File: config.mk
export PLATFORM = sky130hd
export DESIGN_NAME = cise_core
export DESIGN_NICKNAME = d
export VERILOG_FILES = /design/src/cise_pkg.sv /design/src/cise_exec_if.sv /design/src/cise_alu.sv /design/src/cise_core.sv
export VERILOG_INCLUDE_DIRS = /design/src
export SDC_FILE = /design/constraint.sdc
export NUM_CORES = 2
export LEC_CHECK = 0
export BUFFER_PORTS_ARGS = -buffer_cell sky130_fd_sc_hd__buf_4
export CORE_ASPECT_RATIO = 0.75
export CORE_UTILIZATION = 40
export DETAILED_ROUTE_END_ITERATION = 12
export HOLD_SLACK_MARGIN = 0.06
export PLACE_DENSITY = 0.6
export SYNTH_ARGS = -nofsm -noshare
export SYNTH_HDL_FRONTEND = slang
export SYNTH_SLANG_ARGS = --single-unit
File: constraint.sdc
create_clock -name mclk -period 6 [get_ports mclk]
set_input_delay 0.6 -clock mclk [delete_from_list [all_inputs] [get_ports mclk]]
set_output_delay 0.6 -clock mclk [all_outputs]
set_load 0.05 [all_outputs]
File: src/cise_consts.svh
`ifndef CISE_CONSTS_SVH
`define CISE_CONSTS_SVH
// Overview of operation
// - clear_accumulator loads 00h into accumulator and sets zero_flag.
// - decrement_skip_if_zero subtracts one from file register; destination_select picks target.
// - decrement result zero discards next instruction, two cycles; flags untouched.
// - increment_skip_if_zero adds one, routes by destination_select, skips on zero result.
// - increment_file_register adds one, routes by destination_select, updates zero_flag, never skips.
// - unconditional_jump loads 11-bit literal into pc bits 10:0, two cycles.
// - unconditional_jump fills pc bits 14:11 from upper latch bits 6:3.
// - or_literal_into_accumulator ORs 8-bit literal into accumulator, updates zero_flag.

// ====================================================
// widths and sizes
`define CISE_DATA_W      8
`define CISE_PC_W        15
`define CISE_FADDR_W     7
`define CISE_FILE_DEPTH  128
`define CISE_LIT_W       11
`define CISE_LATCH_W     7
`define CISE_OP_W        3
// ====================================================
// field positions
`define CISE_JUMP_LO_HI  10
`define CISE_PC_UP_HI    14
`define CISE_PC_UP_LO    11
`define CISE_LATCH_HI    6
`define CISE_LATCH_LO    3
`define CISE_LIT8_HI     7
// ====================================================
// values
`define CISE_ACC_RST     8'h00
`define CISE_FILE_RST    8'h00
`define CISE_ZERO_RST    1'b0
`define CISE_PC_RST      15'h0000
`define CISE_CLR_VAL     8'h00
`define CISE_STEP        8'h01
`define CISE_PC_NEXT     15'h0001
`define CISE_PC_SKIP     15'h0002
// destination_select: 0 accumulator, 1 file register
`define CISE_DEST_FILE   1'b1
`endif

File: src/cise_pkg.sv
`include "cise_consts.svh"
package cise_pkg;
   typedef enum logic [`CISE_OP_W-1:0] {
      OP_NOP,
      OP_CLR_ACC,
      OP_DEC_SKZ,
      OP_INC_SKZ,
      OP_JUMP,
      OP_OR_LIT,
      OP_INC_F
   } cise_op_t;

   typedef enum logic {
      ST_EXEC,
      ST_FLUSH
   } cise_state_t;

   function automatic logic cise_is_zero(input logic [`CISE_DATA_W-1:0] v);
      cise_is_zero = (v == `CISE_CLR_VAL);
   endfunction : cise_is_zero
endpackage : cise_pkg

File: src/cise_exec_if.sv
`timescale 1ns/1ps
`include "cise_consts.svh"
interface cise_exec_if;
   cise_pkg::cise_op_t            op;
   logic [`CISE_DATA_W-1:0]       file_val;
   logic [`CISE_DATA_W-1:0]       acc_val;
   logic [`CISE_LIT_W-1:0]        literal;
   logic                          dest;
   logic [`CISE_DATA_W-1:0]       result;
   logic                          wr_acc;
   logic                          wr_file;
   logic                          zero_en;
   logic                          zero_val;
   logic                          skip;
   logic                          jump;

   modport alu (
      input  op, file_val, acc_val, literal, dest,
      output result, wr_acc, wr_file, zero_en, zero_val, skip, jump
   );
   modport core (
      output op, file_val, acc_val, literal, dest,
      input  result, wr_acc, wr_file, zero_en, zero_val, skip, jump
   );
endinterface : cise_exec_if

File: src/cise_alu.sv
`timescale 1ns/1ps
`include "cise_consts.svh"
module cise_alu (
   cise_exec_if.alu x
);
   logic to_file;

   // both increment forms share one adder
   function automatic logic [`CISE_DATA_W-1:0] bump_up(input logic [`CISE_DATA_W-1:0] v);
      bump_up = v + `CISE_STEP;
   endfunction : bump_up

   assign to_file = (x.dest == `CISE_DEST_FILE);

   always_comb begin
      x.result   = `CISE_CLR_VAL;
      x.wr_acc   = 1'b0;
      x.wr_file  = 1'b0;
      x.zero_en  = 1'b0;
      x.skip     = 1'b0;
      x.jump     = 1'b0;
      unique case (x.op)
         cise_pkg::OP_NOP: begin
         end
         cise_pkg::OP_CLR_ACC: begin
            x.result  = `CISE_CLR_VAL;
            x.wr_acc  = 1'b1;
            x.zero_en = 1'b1;
         end
         cise_pkg::OP_DEC_SKZ: begin
            x.result  = x.file_val - `CISE_STEP;
            x.wr_acc  = !to_file;
            x.wr_file = to_file;
            x.skip    = cise_pkg::cise_is_zero(x.result);
         end
         cise_pkg::OP_INC_SKZ: begin
            x.result  = bump_up(x.file_val);
            x.wr_acc  = !to_file;
            x.wr_file = to_file;
            x.skip    = cise_pkg::cise_is_zero(x.result);
         end
         cise_pkg::OP_JUMP: begin
            x.jump = 1'b1;
         end
         cise_pkg::OP_OR_LIT: begin
            x.result  = x.acc_val | x.literal[`CISE_LIT8_HI:0];
            x.wr_acc  = 1'b1;
            x.zero_en = 1'b1;
         end
         cise_pkg::OP_INC_F: begin
            x.result  = bump_up(x.file_val);
            x.wr_acc  = !to_file;
            x.wr_file = to_file;
            x.zero_en = 1'b1;
         end
         default: begin
         end
      endcase
   end

   assign x.zero_val = cise_pkg::cise_is_zero(x.result);
endmodule : cise_alu

File: src/cise_core.sv
`timescale 1ns/1ps
`include "cise_consts.svh"
module cise_core (
   // clock and reset
   input  wire logic                     mclk,
   input  wire logic                     srst,
   // instruction presented for execution
   input  wire logic                     instr_valid,
   input  wire logic [`CISE_OP_W-1:0]    instr_op,
   input  wire logic [`CISE_FADDR_W-1:0] instr_file_addr,
   input  wire logic                     instr_dest,
   input  wire logic [`CISE_LIT_W-1:0]   instr_literal,
   // upper bits source for jumps
   input  wire logic [`CISE_LATCH_W-1:0] program_counter_upper_latch,
   // file register observation
   input  wire logic [`CISE_FADDR_W-1:0] peek_addr,
   output logic [`CISE_DATA_W-1:0]       peek_data,
   // core state
   output logic [`CISE_DATA_W-1:0]       acc,
   output logic                          zero_flag,
   output logic [`CISE_PC_W-1:0]         program_counter,
   output logic                          busy,
   output logic                          retire
);
   // ====================================================
   // state
   logic [`CISE_DATA_W-1:0]   file_q [`CISE_FILE_DEPTH];
   logic [`CISE_DATA_W-1:0]   acc_q;
   logic                      zero_q;
   logic [`CISE_PC_W-1:0]     pc_q;
   logic                      retire_q;
   logic                      busy_q;
   logic [`CISE_DATA_W-1:0]   peek_q;
   cise_pkg::cise_state_t     state_q;
   logic                      take;

   // ====================================================
   // helpers
   // skip steps over the discarded word
   function automatic logic [`CISE_PC_W-1:0] pc_advance(input logic [`CISE_PC_W-1:0] pc,
                                                       input logic                   skip);
      pc_advance = skip ? pc + `CISE_PC_SKIP : pc + `CISE_PC_NEXT;
   endfunction : pc_advance

   cise_exec_if ex ();

   // an instruction presented in the flush cycle is the discarded one
   assign take = instr_valid && (state_q == cise_pkg::ST_EXEC);

   assign ex.op       = take ? cise_pkg::cise_op_t'(instr_op) : cise_pkg::OP_NOP;
   assign ex.file_val = file_q[instr_file_addr];
   assign ex.acc_val  = acc_q;
   assign ex.literal  = instr_literal;
   assign ex.dest     = instr_dest;

   cise_alu u_alu (
      .x (ex)
   );

   // ====================================================
   // sequencing
   always_ff @(posedge mclk) begin
      if (srst) begin
         state_q <= cise_pkg::ST_EXEC;
      end else begin
         unique case (state_q)
            cise_pkg::ST_EXEC: begin
               // second cycle for skip or jump
               if (ex.skip || ex.jump) begin
                  state_q <= cise_pkg::ST_FLUSH;
               end
            end
            cise_pkg::ST_FLUSH: begin
               state_q <= cise_pkg::ST_EXEC;
            end
         endcase
      end
   end

   // ====================================================
   // program counter
   always_ff @(posedge mclk) begin
      if (srst) begin
         pc_q <= `CISE_PC_RST;
      end else if (take) begin
         if (ex.jump) begin
            pc_q[`CISE_PC_UP_HI:`CISE_PC_UP_LO] <=
               program_counter_upper_latch[`CISE_LATCH_HI:`CISE_LATCH_LO];
            pc_q[`CISE_JUMP_LO_HI:0] <= instr_literal;
         end else begin
            // step, two words on a skip
            pc_q <= pc_advance(pc_q, ex.skip);
         end
      end
   end

   // ====================================================
   // accumulator and zero flag
   always_ff @(posedge mclk) begin
      if (srst) begin
         acc_q <= `CISE_ACC_RST;
      end else if (ex.wr_acc) begin
         acc_q <= ex.result;
      end
   end

   always_ff @(posedge mclk) begin
      if (srst) begin
         zero_q <= `CISE_ZERO_RST;
      end else if (ex.zero_en) begin
         zero_q <= ex.zero_val;
      end
   end

   // ====================================================
   // file registers
   always_ff @(posedge mclk) begin
      if (srst) begin
         for (int i = 0; i < `CISE_FILE_DEPTH; i++) begin
            file_q[i] <= `CISE_FILE_RST;
         end
      end else if (ex.wr_file) begin
         file_q[instr_file_addr] <= ex.result;
      end
   end

   // peek shows the array after the previous edge, one cycle late
   always_ff @(posedge mclk) begin
      if (srst) begin
         peek_q <= `CISE_FILE_RST;
      end else begin
         peek_q <= file_q[peek_addr];
      end
   end

   always_ff @(posedge mclk) begin
      if (srst) begin
         retire_q <= 1'b0;
      end else begin
         retire_q <= take;
      end
   end

   // flush flag
   // own flop so busy leaves the block registered, not decoded
   always_ff @(posedge mclk) begin
      if (srst) begin
         busy_q <= 1'b0;
      end else begin
         busy_q <= take && (ex.skip || ex.jump);
      end
   end

   assign peek_data       = peek_q;
   assign acc             = acc_q;
   assign zero_flag       = zero_q;
   assign program_counter = pc_q;
   assign busy            = busy_q;
   assign retire          = retire_q;
endmodule : cise_core

==> impl_metrics.toml <==
[timing]
post-route-period-util_pct = 87.8
finalCriticalPeriod_ns = 5.27
tns_ns = 0
hold_violations = 0
fin_ws_ns = 0.732
fmax_mhz = 190
rsz0062_at_grt = "no"
setup_viol = 0
drv_slew = 0
slew_headroom_pct = 9.68
tightest_slew_ns = 1.34
skew_ns = 0.0294

[route]
routedWlPerCell_um = 34.9
avgViaCountPerCell = 6.65
wirelength_um = 220000
drc = 0
vias = 42000
dr.first_iter.drc_count = 7526
drtAntennaViolNets = 0
dr.pass1.iters = 8

[floorplanning]
core_um2 = 138000
initial_core_util_pct = 40.4
dieArea_um2 = 141000
die_height_um = 326
die_x_um = 434
num_io_pins = 73
rows = 118

[logic_synthesis]
async_flop_share_pct = 0
syn_nets = 4357
yosysTopAreaCellShare_pct = 55.0
syn_inst = 4312
syn-mean-instance-area_um2 = 13.0
yosysWarnings = 0
synth_area_leaders = "edfxtp_1 55%, mux4_2 16%, nor2_1 7.5%"
syn_area_um2 = 55900
synth.distinct_cells = 88
yosysSeqAreaShare_pct = 56.3
synth-seq-cells = 1059
synth_edf_count = 1024
synthFlopType = "edfxtp_1"
synth.largest_area_cell = "edfxtp_1"

[finish]
nFillCells = 12400
final_nets = 4405
layout_common_cells = "1114 x nor2_1, 1024 x edfxtp_1, 399 x mux4_2, 272 x buf_4, 210 x nand2_1"
final_common_cell = "nor2_1"
drive_gt1_share_pct = 22.0
syn2layout_area_growth_pct = 13.1
layout.area.seq_um2 = 31500
multiInputGateArea_um2 = 22800

[critical_path]
end_kind = "flip-flop"
crit_type = "input pin to flip-flop"
ff2ff_setup_slack_ns = 1.14
r2r_end = "program_counter[8]"
crit_fanout = 60
rr_worst_depth = 16
slowest_delay_ns = 1.17
cpMaxStageDelayCell = "o41ai_2"
cp-start-kind = "input pin"
arrival_ns = 5.92
worstPathRequired_ns = 6.65
worstReg2RegStart = "file_q[34][1]"
path_cells = "buf_8 > buf_4 > mux2i_1 > a22oi_1 > a21oi_1 > o41ai_2 > nand4_2 > or2_1 > or4_1 > nand3_1 > o2111a_1 > a41o_2 > mux2i_4 > a41oi_1 > a2111oi_2"

[global_route]
grt_max_degree = 121
grt_pass1_wl_um = 308000
grt.total_usage_pct = 30.8
first_global_vias = 39600
antenna_found_initial = 11
grt_overflow = 0

[worst_hold_path]
holdCritStartpoint = "instr_literal[9]"
whs_path_depth = 3
min_to = "program_counter[9]"
hold_class = "input pin to flip-flop"

[clock_network]
postCtsHoldBufs = 0
clock-sinks = 1059
cts_setup_buffers = 0
cts.clk_slew.worst_paths_ns = 0.07
cts.root.buffer_cell = "clkbuf_16"
cts_tree = "yes"
cts_buffer_depth = 3
h-tree-depth = 3
cts_resized = 0
cts_inserted_buffers = 109
clk_latency_ns = 0.76

[power]
leakagePower_nw = 21.2
p_per_area_nw_per_um2 = 284
ir_drop_mv = 0.249

[flow_run]
maxCapViolCount = 0

[placed_design]
dpl_worst_slack_ns = 0.322
post-dp-hpwl_um = 151000
numPortBuffers = 69
gp_congestion = 0.990

[outcome]
run_status = "completed"
-- synth_stat cells (16+ instances only) --
cell	n
o211ai_1	16
nor2_1	1119
a22oi_1	86
mux2_2	37
a21oi_1	87
buf_1	42
o22ai_1	32
clkbuf_1	238
mux4_2	399
o21ai_0	62
a22o_1	28
nand2b_1	145
a211oi_1	23
nor3_1	29
dfxtp_1	35
buf_2	78
buf_6	16
mux2i_1	174
nand2_1	210
nand3_1	34
a221oi_1	93
nor2b_1	23
edfxtp_1	1024
-- power by group --
part / switching (W) / internal [W]
sequential: 0.000156 / 0.00834
clock: 0.00311 / 0.00378
combinational: 0.00166 / 0.000880
-- layer usage --
metal | vias to the layer above | GRT usage (%) | wire length (µm)
li1 | 16600 | - | -
met1 | 21500 | 44.5 | 85900
met2 | 3420 | 40.9 | 88400
met3 | 503 | 13.6 | 37300
met4 | 14 | 10.1 | 8450
met5 | - | 0 | 119
-- per-stage QoR --
step	total power (W)	util [%]	cells	instance area, µm²	hold slack [ns]
final	0.0179	45.7	6316	63200	0.106
after CTS	0.0178	45.7	6308	63200	0.0712
after global placement	0.0111	43.2	6109	59700	0.451
after global routing	0.0182	45.7	6309	63200	0.0885
after detailed placement	0.0111	43.2	6109	59700	0.458
after floorplan	0.00997	-	4312	55900	0.442
-- registers in the layout, indices dropped and copies added (netlist names) --
register,count
program_counter,15
peek_data,8
file_q,1024
acc,8
retire,1
state_q,1
busy,1
zero_flag,1
-- final cells by class --
| class | instances | share of cell area [%] |
|---|---|---|
| antenna | 8 | 0.0317 |
| clock buffer | 128 | 4.53 |
| clock inverter | 71 | 0.948 |
| inverter | 14 | 0.0831 |
| multi-input combinational | 2848 | 36.0 |
| sequential | 1059 | 49.8 |
| tap | 1860 | 3.68 |
| timing repair buffer | 328 | 4.96 |
-- worst max path at each step --
stage                                  start            endpoint  slack, ns  cells after the start
after floorplan           instr_file_addr[0]  program_counter[8]       1.52                     19
after global placement    instr_file_addr[0]  program_counter[8]       0.35                     15
after detailed placement  instr_file_addr[0]  program_counter[8]       0.32                     15
after CTS                 instr_file_addr[0]  program_counter[8]       1.10                     15
after global routing      instr_file_addr[0]  program_counter[8]       0.48                     15
final                     instr_file_addr[0]  program_counter[8]       0.73                     15
-- critical path: cells and delay by family --
family          cells  cell delay (ns)
compound gates      7             2.48
simple gates        4             1.37
buf+inv             2             0.78
mux                 2             0.46
-- cell families (layout without fill, tap and decap cells) --
logic type / after synthesis / in the layout / synth area share (%)
xor+xnor: 16 / 16 / 0.251
other cells: 0 / 8 / 0
mux: 616 / 616 / 20.1
buf+inv: 405 / 541 / 3.26
flops: 1059 / 1059 / 56.3
simple gates: 1645 / 1645 / 12.5
compound gates: 565 / 565 / 7.49
fa+ha+maj: 6 / 6 / 0.134
(Power assumes the default switching activity.)
